===== src/include/tag_act_pkg.sv =====
// Package with command codes, frame carriers and activation constants
package tag_act_pkg;

  // Command opcodes as decoded by the framing layer
  localparam logic [7:0] CMD_REQA    = 8'h26;
  localparam logic [7:0] CMD_WUPA    = 8'h52;
  localparam logic [7:0] CMD_SEL_CL1 = 8'h93;
  localparam logic [7:0] CMD_SEL_CL2 = 8'h95;
  localparam logic [7:0] CMD_READ    = 8'h30;
  localparam logic [7:0] CMD_WRITE   = 8'ha2;
  localparam logic [7:0] CMD_HALT    = 8'h50;
  // Second byte of a SELECT carrying a full UID part
  localparam logic [7:0] NVB_FULL    = 8'h70;

  localparam logic [7:0] CASCADE_TAG = 8'h88;
  localparam logic [7:0] SAK_CASCADE = 8'h04;
  localparam logic [7:0] SAK_DONE    = 8'h00;
  localparam logic [7:0] PAGE_ZERO   = 8'h00;

  // Response lengths in bytes
  localparam logic [4:0] RSP_LEN_UID   = 5'd5;
  localparam logic [4:0] RSP_LEN_SAK   = 5'd1;
  localparam logic [4:0] RSP_LEN_READ  = 5'd16;
  localparam logic [4:0] RSP_LEN_ATQA  = 5'd2;
  localparam logic [4:0] RSP_LEN_ACK   = 5'd1;
  localparam logic [4:0] WRITE_LEN     = 5'd4;

  typedef enum logic [4:0] {
    ST_IDLE   = 5'b00001,
    ST_UID1   = 5'b00010,
    ST_UID2   = 5'b00100,
    ST_ACTIVE = 5'b01000,
    ST_HALT   = 5'b10000
  } act_state_e;

  // Decoded frame from the framing layer, one-cycle valid
  typedef struct packed {
    logic       valid;
    logic [7:0] cmd;
    logic [7:0] arg;
  } frame_s;

  // Action request to the response and memory side
  typedef struct packed {
    logic       valid;
    logic [2:0] kind;
    logic [7:0] data;
    logic [4:0] len;
  } resp_s;

  localparam logic [2:0] RK_ATQA = 3'd1;
  localparam logic [2:0] RK_UID  = 3'd2;
  localparam logic [2:0] RK_SAK  = 3'd3;
  localparam logic [2:0] RK_READ = 3'd4;
  localparam logic [2:0] RK_WRITE = 3'd5;

endpackage


===== src/hdl/tag_activation_state_machine.sv =====
// Activation state machine of a contactless tag
`timescale 1ns/1ps
module tag_activation_state_machine #(
  // Serial bytes; SN0 value is arbitrary
  parameter logic [55:0] UID = 56'h1122_3344_5566_77
) (
  // Clock and reset
  input  wire logic                    mclk_i,
  input  wire logic                    rst_b_i,
  // Decoded frames
  input  wire tag_act_pkg::frame_s     frame_i,
  // Response request
  output tag_act_pkg::resp_s           resp_o,
  // Status
  output tag_act_pkg::act_state_e      state_o,
  output logic                         halted_o,
  output logic                         error_o
);
  import tag_act_pkg::*;

  act_state_e state_q;
  act_state_e state_d;
  logic       halted_q;
  resp_s      resp_q;
  resp_s      resp_d;
  logic       error_q;
  logic       err_d;
  logic [7:0] bcc0;
  logic [7:0] bcc1;

  logic is_reqa;
  logic is_wupa;
  logic is_read0;
  logic is_halt;
  logic sel1_full;
  logic sel2_full;

  // Cascade tag ahead of first three serial bytes
  uid_check_byte u_bcc0 (
    .part_i ({CASCADE_TAG, UID[55:32]}),
    .bcc_o  (bcc0)
  );
  uid_check_byte u_bcc1 (
    .part_i (UID[31:0]),
    .bcc_o  (bcc1)
  );

  assign is_reqa   = frame_i.valid && frame_i.cmd == CMD_REQA;
  assign is_wupa   = frame_i.valid && frame_i.cmd == CMD_WUPA;
  assign is_halt   = frame_i.valid && frame_i.cmd == CMD_HALT;
  assign is_read0  = frame_i.valid && frame_i.cmd == CMD_READ
                     && frame_i.arg == PAGE_ZERO;
  assign sel1_full = frame_i.arg == NVB_FULL;
  assign sel2_full = frame_i.arg == NVB_FULL;

  always_comb
  begin
    state_d = state_q;
    resp_d  = '0;
    err_d   = 1'b0;
    unique case (state_q)
      ST_IDLE:
      begin
        // Wake on REQA or WUPA only
        if (is_wupa || (is_reqa && !halted_q))
        begin
          state_d = ST_UID1;
          resp_d  = '{1'b1, RK_ATQA, 8'h00, RSP_LEN_ATQA};
        end
        // Anything else is an error, stay idle
        else if (frame_i.valid)
          err_d = 1'b1;
      end
      ST_HALT:
      begin
        if (is_wupa)
        begin
          state_d = ST_UID1;
          resp_d  = '{1'b1, RK_ATQA, 8'h00, RSP_LEN_ATQA};
        end
        else if (frame_i.valid)
          err_d = 1'b1;
      end
      ST_UID1:
      begin
        if (frame_i.valid && frame_i.cmd == CMD_SEL_CL1)
        begin
          if (sel1_full)
          begin
            state_d = ST_UID2;
            resp_d  = '{1'b1, RK_SAK, SAK_CASCADE, RSP_LEN_SAK};
          end
          else
            resp_d = '{1'b1, RK_UID, bcc0, RSP_LEN_UID};
        end
        else if (is_read0)
        begin
          state_d = ST_ACTIVE;
          resp_d  = '{1'b1, RK_READ, PAGE_ZERO, RSP_LEN_READ};
        end
        else if (frame_i.valid)
        begin
          // Fall back according to halted flag
          err_d   = 1'b1;
          state_d = halted_q ? ST_HALT : ST_IDLE;
        end
      end
      ST_UID2:
      begin
        if (frame_i.valid && frame_i.cmd == CMD_SEL_CL2)
        begin
          if (sel2_full)
          begin
            state_d = ST_ACTIVE;
            resp_d  = '{1'b1, RK_SAK, SAK_DONE, RSP_LEN_SAK};
          end
          else
            resp_d = '{1'b1, RK_UID, bcc1, RSP_LEN_UID};
        end
        // Page-0 read also goes active here
        else if (is_read0)
        begin
          state_d = ST_ACTIVE;
          resp_d  = '{1'b1, RK_READ, PAGE_ZERO, RSP_LEN_READ};
        end
        else if (frame_i.valid)
        begin
          err_d   = 1'b1;
          state_d = halted_q ? ST_HALT : ST_IDLE;
        end
      end
      ST_ACTIVE:
      begin
        if (frame_i.valid && frame_i.cmd == CMD_READ)
          resp_d = '{1'b1, RK_READ, frame_i.arg, RSP_LEN_READ};
        else if (frame_i.valid && frame_i.cmd == CMD_WRITE)
          resp_d = '{1'b1, RK_WRITE, frame_i.arg, WRITE_LEN};
        // Halted wait left only via WUPA
        else if (is_halt)
          state_d = ST_HALT;
        else if (frame_i.valid)
        begin
          err_d   = 1'b1;
          state_d = halted_q ? ST_HALT : ST_IDLE;
        end
      end
      default:
      begin
        state_d = ST_IDLE;
      end
    endcase
  end

  always_ff @(posedge mclk_i or negedge rst_b_i)
  begin
    if (!rst_b_i)
      state_q <= ST_IDLE;
    else
      state_q <= state_d;
  end

  // Halted flag: HALT from active sets, WUPA from idle clears
  // Kept through a wake from halt so later errors fall back to halt
  always_ff @(posedge mclk_i or negedge rst_b_i)
  begin
    if (!rst_b_i)
      halted_q <= 1'b0;
    else if (state_q == ST_ACTIVE && is_halt)
      halted_q <= 1'b1;
    else if (is_wupa && state_q == ST_IDLE)
      halted_q <= 1'b0;
  end

  always_ff @(posedge mclk_i or negedge rst_b_i)
  begin
    if (!rst_b_i)
    begin
      resp_q  <= '0;
      error_q <= 1'b0;
    end
    else
    begin
      resp_q  <= resp_d;
      error_q <= err_d;
    end
  end

  assign state_o  = state_q;
  assign halted_o = halted_q;
  assign resp_o   = resp_q;
  assign error_o  = error_q;

  a_reset_idle: assert property (@(posedge mclk_i)
    $rose(rst_b_i) |-> state_q == ST_IDLE)
    else $error("not idle after reset");
  a_idle_wake: assert property (@(posedge mclk_i)
    disable iff (!rst_b_i)
    state_q == ST_IDLE && (is_wupa || (is_reqa && !halted_q))
    |=> state_q == ST_UID1 && resp_q.kind == RK_ATQA)
    else $error("wake command did not reach first UID state");
  a_idle_exit: assert property (@(posedge mclk_i)
    disable iff (!rst_b_i)
    state_q == ST_IDLE && state_d != ST_IDLE |->
    is_wupa || (is_reqa && !halted_q))
    else $error("idle left without wake command");
  a_idle_error: assert property (@(posedge mclk_i)
    disable iff (!rst_b_i)
    state_q == ST_IDLE && frame_i.valid && !is_reqa && !is_wupa
    |=> state_q == ST_IDLE && error_q)
    else $error("idle error not flagged");
  a_halt_entry: assert property (@(posedge mclk_i)
    disable iff (!rst_b_i)
    state_q == ST_ACTIVE && is_halt |=> state_q == ST_HALT && halted_q)
    else $error("halt not entered");
  a_halt_hold: assert property (@(posedge mclk_i)
    disable iff (!rst_b_i)
    state_q == ST_HALT && !is_wupa |=> state_q == ST_HALT)
    else $error("halt left without WUPA");
  a_halt_error: assert property (@(posedge mclk_i)
    disable iff (!rst_b_i)
    state_q == ST_HALT && frame_i.valid && !is_wupa |=> error_q)
    else $error("halt error not flagged");
  a_sel1_move: assert property (@(posedge mclk_i)
    disable iff (!rst_b_i)
    state_q == ST_UID1 && frame_i.valid && frame_i.cmd == CMD_SEL_CL1
    && sel1_full |=> state_q == ST_UID2 && resp_q.valid)
    else $error("level-1 select failed");
  a_read0_skip: assert property (@(posedge mclk_i)
    disable iff (!rst_b_i)
    (state_q == ST_UID1 || state_q == ST_UID2) && is_read0
    |=> state_q == ST_ACTIVE)
    else $error("page-0 read not active");
  a_sel2_sak: assert property (@(posedge mclk_i)
    disable iff (!rst_b_i)
    state_q == ST_UID2 && frame_i.valid && frame_i.cmd == CMD_SEL_CL2
    && sel2_full |=> resp_q.data == SAK_DONE && state_q == ST_ACTIVE)
    else $error("level-2 SAK wrong");
  a_error_return: assert property (@(posedge mclk_i)
    disable iff (!rst_b_i)
    state_q inside {ST_UID1, ST_UID2, ST_ACTIVE} && err_d
    |=> state_q == ($past(halted_q) ? ST_HALT : ST_IDLE))
    else $error("error return wrong");
  a_reqa_halted: assert property (@(posedge mclk_i)
    disable iff (!rst_b_i)
    state_q inside {ST_IDLE, ST_HALT} && halted_q && is_reqa
    |=> state_q != ST_UID1)
    else $error("REQA woke halted tag");

  c_full_select: cover property (@(posedge mclk_i) disable iff (!rst_b_i)
    state_q == ST_UID2 ##1 state_q == ST_ACTIVE);
  c_halt_wake: cover property (@(posedge mclk_i) disable iff (!rst_b_i)
    state_q == ST_HALT ##1 state_q == ST_UID1);
  c_error_back: cover property (@(posedge mclk_i) disable iff (!rst_b_i)
    state_q == ST_ACTIVE ##1 state_q == ST_IDLE);
  c_halted_fallback: cover property (@(posedge mclk_i) disable iff (!rst_b_i)
    (state_q == ST_UID1 && halted_q) ##1 state_q == ST_HALT);
endmodule // tag_activation_state_machine


===== src/hdl/uid_check_byte.sv =====
// Cascade-level check byte over a four-byte identifier part
`timescale 1ns/1ps
module uid_check_byte (
  // Identifier bytes
  input  wire logic [31:0] part_i,
  // Exclusive-or of all four bytes
  output logic      [7:0]  bcc_o
);
  assign bcc_o = part_i[31:24] ^ part_i[23:16] ^ part_i[15:8] ^ part_i[7:0];
endmodule // uid_check_byte


===== config.mk =====
export PLATFORM = sky130hd
export DESIGN_NAME = tag_activation_state_machine
export DESIGN_NICKNAME = d
export VERILOG_FILES = /design/src/include/tag_act_pkg.sv /design/src/hdl/tag_activation_state_machine.sv /design/src/hdl/uid_check_byte.sv
export SDC_FILE = /design/constraint.sdc
export NUM_CORES = 1
export LEC_CHECK = 0
export ABC_AREA = 1
export BUFFER_PORTS_ARGS = -buffer_cell sky130_fd_sc_hd__clkbuf_2
export CORE_MARGIN = 2
export CORE_UTILIZATION = 57
export DETAILED_ROUTE_END_ITERATION = 6
export GPL_TIMING_DRIVEN = 0
export PLACE_DENSITY = 0.78
export SLEW_MARGIN = 25
export SYNTH_ARGS = -nofsm -noshare
export SYNTH_HDL_FRONTEND = slang
export SYNTH_HIERARCHICAL = 1
export SYNTH_SLANG_ARGS = --single-unit

===== constraint.sdc =====
create_clock -name mclk_i -period 1.7 [get_ports mclk_i]
set_clock_uncertainty 0.05 [all_clocks]
set_input_delay 0.34 -clock mclk_i [delete_from_list [all_inputs] [get_ports mclk_i]]
set_output_delay 0.34 -clock mclk_i [all_outputs]
set_load 0.02 [all_outputs]

# Word level (Yosys, flattened, before mapping)
# Index checks and enable logic that the tools add are counted.
# classes
n_addsub	0
mul	0
n_div	0
order_cmp	0
eq_ne	19
shift	0
n_mux	35
n_bitwise	0
reduce_logical	16
# op_table
cell	n
17-bit 2-to-1 mux	7
17-bit case mux with 5 select lines	1
5-bit 2-to-1 mux	12
14-bit 2-to-1 mux	2
5-bit case mux with 5 select lines	1
8-bit by 7-bit equality test with 1-bit output (second input constant)	3
8-bit equality test (second input constant)	3
8-bit by 6-bit equality test with 1-bit output (second input constant)	2
1-bit logical AND	11
1-bit 2-to-1 mux	11
8-bit logical NOT	1
2-bit inequality test (second input constant)	4
3-bit inequality test (second input constant)	2
6-bit AND reduction	1
5-bit by 1-bit equality test with 1-bit output (second input constant)	1
5-bit by 2-bit equality test with 1-bit output (second input constant)	1
5-bit by 3-bit equality test with 1-bit output (second input constant)	1
5-bit by 4-bit equality test with 1-bit output (second input constant)	1
5-bit equality test (second input constant)	1
1-bit case mux with 5 select lines	1
2-bit nonzero test	1
1-bit logical NOT	1
1-bit logical OR	1
# totals
regBits	24
latch_bits	0
mem_bits_rw	0
romBits	0
input_bits	19
output_inout_bits	24
elab_cells	77
memories	0

# Depth between registers and ports, before layout
# logic_depth
word_depth	6
ltp_mapped	12
ltp_nobuf	12

# Modules after synthesis
# The synthesis kept the hierarchy.
# modules_own_cells
module	instances	cells_per_inst	area_each_um2	seq_area_each_um2
tag_activation_state_machine	1	193	1477.7	551.8
uid_check_byte	2	120	510.5	0.0

# Worst setup path before layout
# OpenSTA, ideal clock, no wires.
# synth_path
path_kind	register -> register
start	reg state_q[0] (netlist: state_o[0])
end	reg resp_q (netlist bit resp_o[15])
setup_time_ps	124
arrival_time_ps	1293
required_ps	1526
slack_ps	233
path_stages_with_launch	9
n_path_buf	0
synth_period_minus_slack_ps	1467
path_cell_list	dfstp_2 > inv_1 > nand4_2 > inv_2 > nand2_1 > nand2_2 > nand2_2 > o21ai_2 > or2_1
# synth_lines
item	line_no	rtl
start: declaration	tag_activation_state_machine.sv:21	act_state_e state_q;
start signal: assignment	tag_activation_state_machine.sv:159	state_q <= state_d;
end signal: assignment	tag_activation_state_machine.sv:183	resp_q <= resp_d;
end: declaration	tag_activation_state_machine.sv:24	resp_s resp_q;

# Worst setup path in the final report
# layout_path
start	reg state_q[4] (netlist: state_o[4])
end	reg state_q[3] (netlist: state_o[3])
# layout_via
elab_chain_cells	3
elab_cells_between_ends	13
classes_between	eq/ne: 11; mux: 1; reduce/logical: 1
# layout_lines
item	line_no	rtl
5-bit by 3-bit equality test with 1-bit output (tied with other cells)	tag_activation_state_machine.sv:61	unique case (state_q)
3-bit inequality test (no line) or 2-bit inequality test (tied branches)	--	
6-bit AND reduction (no line)	--	
# Several ways; a longest one is shown, not always the timed one.
# A chain may end at the register's enable or synchronous reset.

==> flow_summary_export.csv <==
group,metric,value,unit
timing,slew_violations,0,
route,vias,2789,
global_route,top_usage_layer,"met2",
floorplan,fp.dieH,70.2,um
cts,cts_tree,"yes",
timing,maxSlewHeadroom,0.627,
synthesis,yosysSeqAreaShare,0.221,
layout,antenna_cells,0,
place,dp_hpwl,4440,um
layout,multiInputGateArea,2160,um^2
global_route,grt_max_degree,23,
timing,hold_violations,12,
timing,worst_pin_slew,0.559,ns
setup_path,crit_start,"state_o[4]$_DFFE_PN0P_",
setup_path,worstPathRequired,1.81,ns
setup_path,end_kind,"register",
setup_path,reg2reg_from,"state_o[4]$_DFFE_PN0P_",
pwr,leakagePower,2.38,nW
setup_path,cp_top_family,"simple AND/OR/NAND/NOR gates",
setup_path,worst-path-stages,10,
route,post_drt_wl_per_cell,7.72,um
floorplan,io_pins,43,
synthesis,synth.top_cell.area_share,0.270,
job,maxCapViolCount,0,
setup_path,cpPeakStageDelay,0.44,ns
layout,stdcell_count,688,
cts,hold_buffers,0,
cts,numCtsBuffers,3,
floorplan,rows,24,
cts,clkSinkCount,22,
setup_path,reg2regPathDepth,10,
setup_path,worstPathArrival,1.70,ns
setup_path,path_class,"reg2reg",
place,place_ws,0.0604,ns
cts,ctsResizeCount,0,
floorplan,fp.dieW,70.2,um
route,drt-initial-drc-count,128,
route,drc_errors,0,
synthesis,yosys_warnings,6,
global_route,use_met2,0.453,
setup_path,worstSetupStartpointType,"register",
global_route,antenna_found_initial,0,
global_route,track_usage,0.237,
floorplan,start_util,0.582,
status,violations,"negative hold slack",
place,gp_congestion,0.899,
synthesis,syn_area,2500,um^2
global_route,grt-ovfl-total,0,
layout,area_growth,38.4,%
cts,ctsHtreeMaxLevel,1,
route,viasPerCell,4.05,
route,routed_wl,5310,um
timing,fin_setup_tns,0,ns
global_route,grt_util_met3,0.0188,
synthesis,synth_area_leaders,"nand2_1 (27%), dfrtp_1 (21%), inv_1 (12%)",
synthesis,ys_ff_latch,22,
cts,root_buffer,"clkbuf_8",
floorplan,dieArea,4930,um^2
timing,fin_ws,0.106,ns
setup_path,rr_endpoint,"state_o[3]$_DFFE_PN0P_",
cts,cts_setup_buffers,0,
layout,drive_above_1_share,0.181,
synthesis,synth.avg_cell_area,5.77,um^2
pwr,vdd_drop_max,380,uV
place,dp.cells,684,
timing,rsz0062_at_grt,"false",
timing,fin_crit_sh,0.938,
setup_path,cp_num_buf_inv,3,
setup_path,reg2reg_slack,0.11,ns
setup_path,cp_cell_sequence,"inv_2 -> nand4_2 -> inv_2 -> nand2_2 -> inv_2 -> nand2_1 -> nand2_2 -> nor2_4 -> nand2_1 -> nand2_1",
cts,clk_pin_slew,0.09,ns
place,numPortBuffers,40,
timing,min_period,1.59,ns
synthesis,yosys.area.top_type,"nand2_1",
status,status,"finished with violations",
pwr,powerDensity,543,nW/um^2
floorplan,coreArea,4290,um^2
global_route,first_global_vias,2583,
setup_path,crit_end,"state_o[3]$_DFFE_PN0P_",
timing,whs,-0.00479,ns
global_route,grt_pass1_wl,9770,um
synthesis,synth_cell_types,30,
layout,fillers,354,
cts,cts_max_path_buffers,2,
layout,ff_latch_area,554,um^2
cts,clkLatencyLatePin,0.27,ns
route,ant_nets,0,
setup_path,crit_slowest_cell,"dfrtp_1",
setup_path,crit_fanout,5,
timing,setup_viol,0,
layout,fin_nets,656,
hold_path,min_path_type,"in2async",
synthesis,syn_inst,433,
global_route,grt_use_met1,0.272,
layout,final_common_cell,"nand2_1",
timing,max_clock_freq,627,MHz
layout,layout_common_cells,"nand2_1 (180), conb_1 (161), inv_1 (83), clkbuf_2 (40), nor2_1 (30)",
route,dr.pass1.iters,4,
worst min-delay path by stage:
stage | endpoint | slack (ns) | cells after the start
finish | state_o[1]$_DFFE_PN0P_ | -0.005 | 1
global route | resp_o[2]$_DFF_PN0_ | 0.03 | 1
CTS | resp_o[2]$_DFF_PN0_ | 0.007 | 1
detailed placement | resp_o[2]$_DFF_PN0_ | 0.30 | 1
global placement | state_o[1]$_DFFE_PN0P_ | 0.29 | 1
floorplan | error_o$_DFF_PN0_ | -0.006 | 0
metrics by stage:
stage | cell area (um^2) | utilization | power (W)
after floorplan | 3100 | - | 0.00119
after detailed placement | 3360 | 0.783 | 0.00132
final | 3460 | 0.805 | 0.00188
after global placement | 3360 | 0.783 | 0.00131
after CTS | 3430 | 0.799 | 0.00182
after global routing | 3460 | 0.805 | 0.00201
sequential cells by signal, indices dropped and copies added, names as in the netlist:
signal    count
error_o       1
halted_o      1
resp_o       15
state_o       5
synthesized netlist by cell type:
master    number
xnor2_1       16
dfrtp_1       21
inv_1         83
conb_1         2
o31ai_1        2
nand3_4        1
buf_4          2
o21ai_1        1
or2_1          2
clkinv_1       1
dfstp_2        1
nor2_2        20
nand3_1        7
nor2_1        30
a21oi_1        1
nand4_2        3
nor2_4         5
nand3b_2       1
buf_6          2
inv_2         15
nand2_2        8
o211ai_2       8
nor3_1         2
nand4_1        7
o21ai_0        7
o21ai_2        1
nand3_2        2
nand2_1      180
o22ai_1        1
a21boi_1       1
cells by family after synthesis:
kind of cell,after synthesis,share of synthesized area
and+or+nand+nor,268,0.483
buffers and inverters,103,0.164
AOI/OAI and AO/OA,22,0.0731
DFF,22,0.221
xor gates and xnor gates,16,0.0561
other,2,0.00301
power breakdown:
part           leakage (nW)  total (W)  internal, W  switching, W
Sequential            0.299   0.000611     0.000568     0.0000429
Combinational          2.04   0.000767     0.000277      0.000490
Clock                0.0357   0.000500     0.000315      0.000185
Total                  2.38    0.00188      0.00116      0.000718
worst reg2reg max path, delay by kind of cell, from the launching register on:
| family | cells | cell delay, ns |
|---|---|---|
| and+or+nand+nor | 7 | 0.67 |
| buffers and inverters | 3 | 0.34 |
| DFF | 1 | 0.44 |
per-layer routing:
layer  up-vias  share of wire
met5         -              0
met2        56           0.53
li1       1512              -
met3         9          0.040
met1      1212           0.42
met4         0          0.015
area by class of cell:
| cell class | count | area share |
|---|---|---|
| Buffer | 4 | 0.0109 |
| Inverter | 99 | 0.107 |
| Multi-Input combinational cell | 467 | 0.624 |
| Clock buffer | 3 | 0.0119 |
| Sequential cell | 22 | 0.160 |
| Clock inverter | 1 | 0.00869 |
| Timing Repair Buffer | 40 | 0.0579 |
| Tap cell | 52 | 0.0188 |
Power figures use the tool's default switching activity.
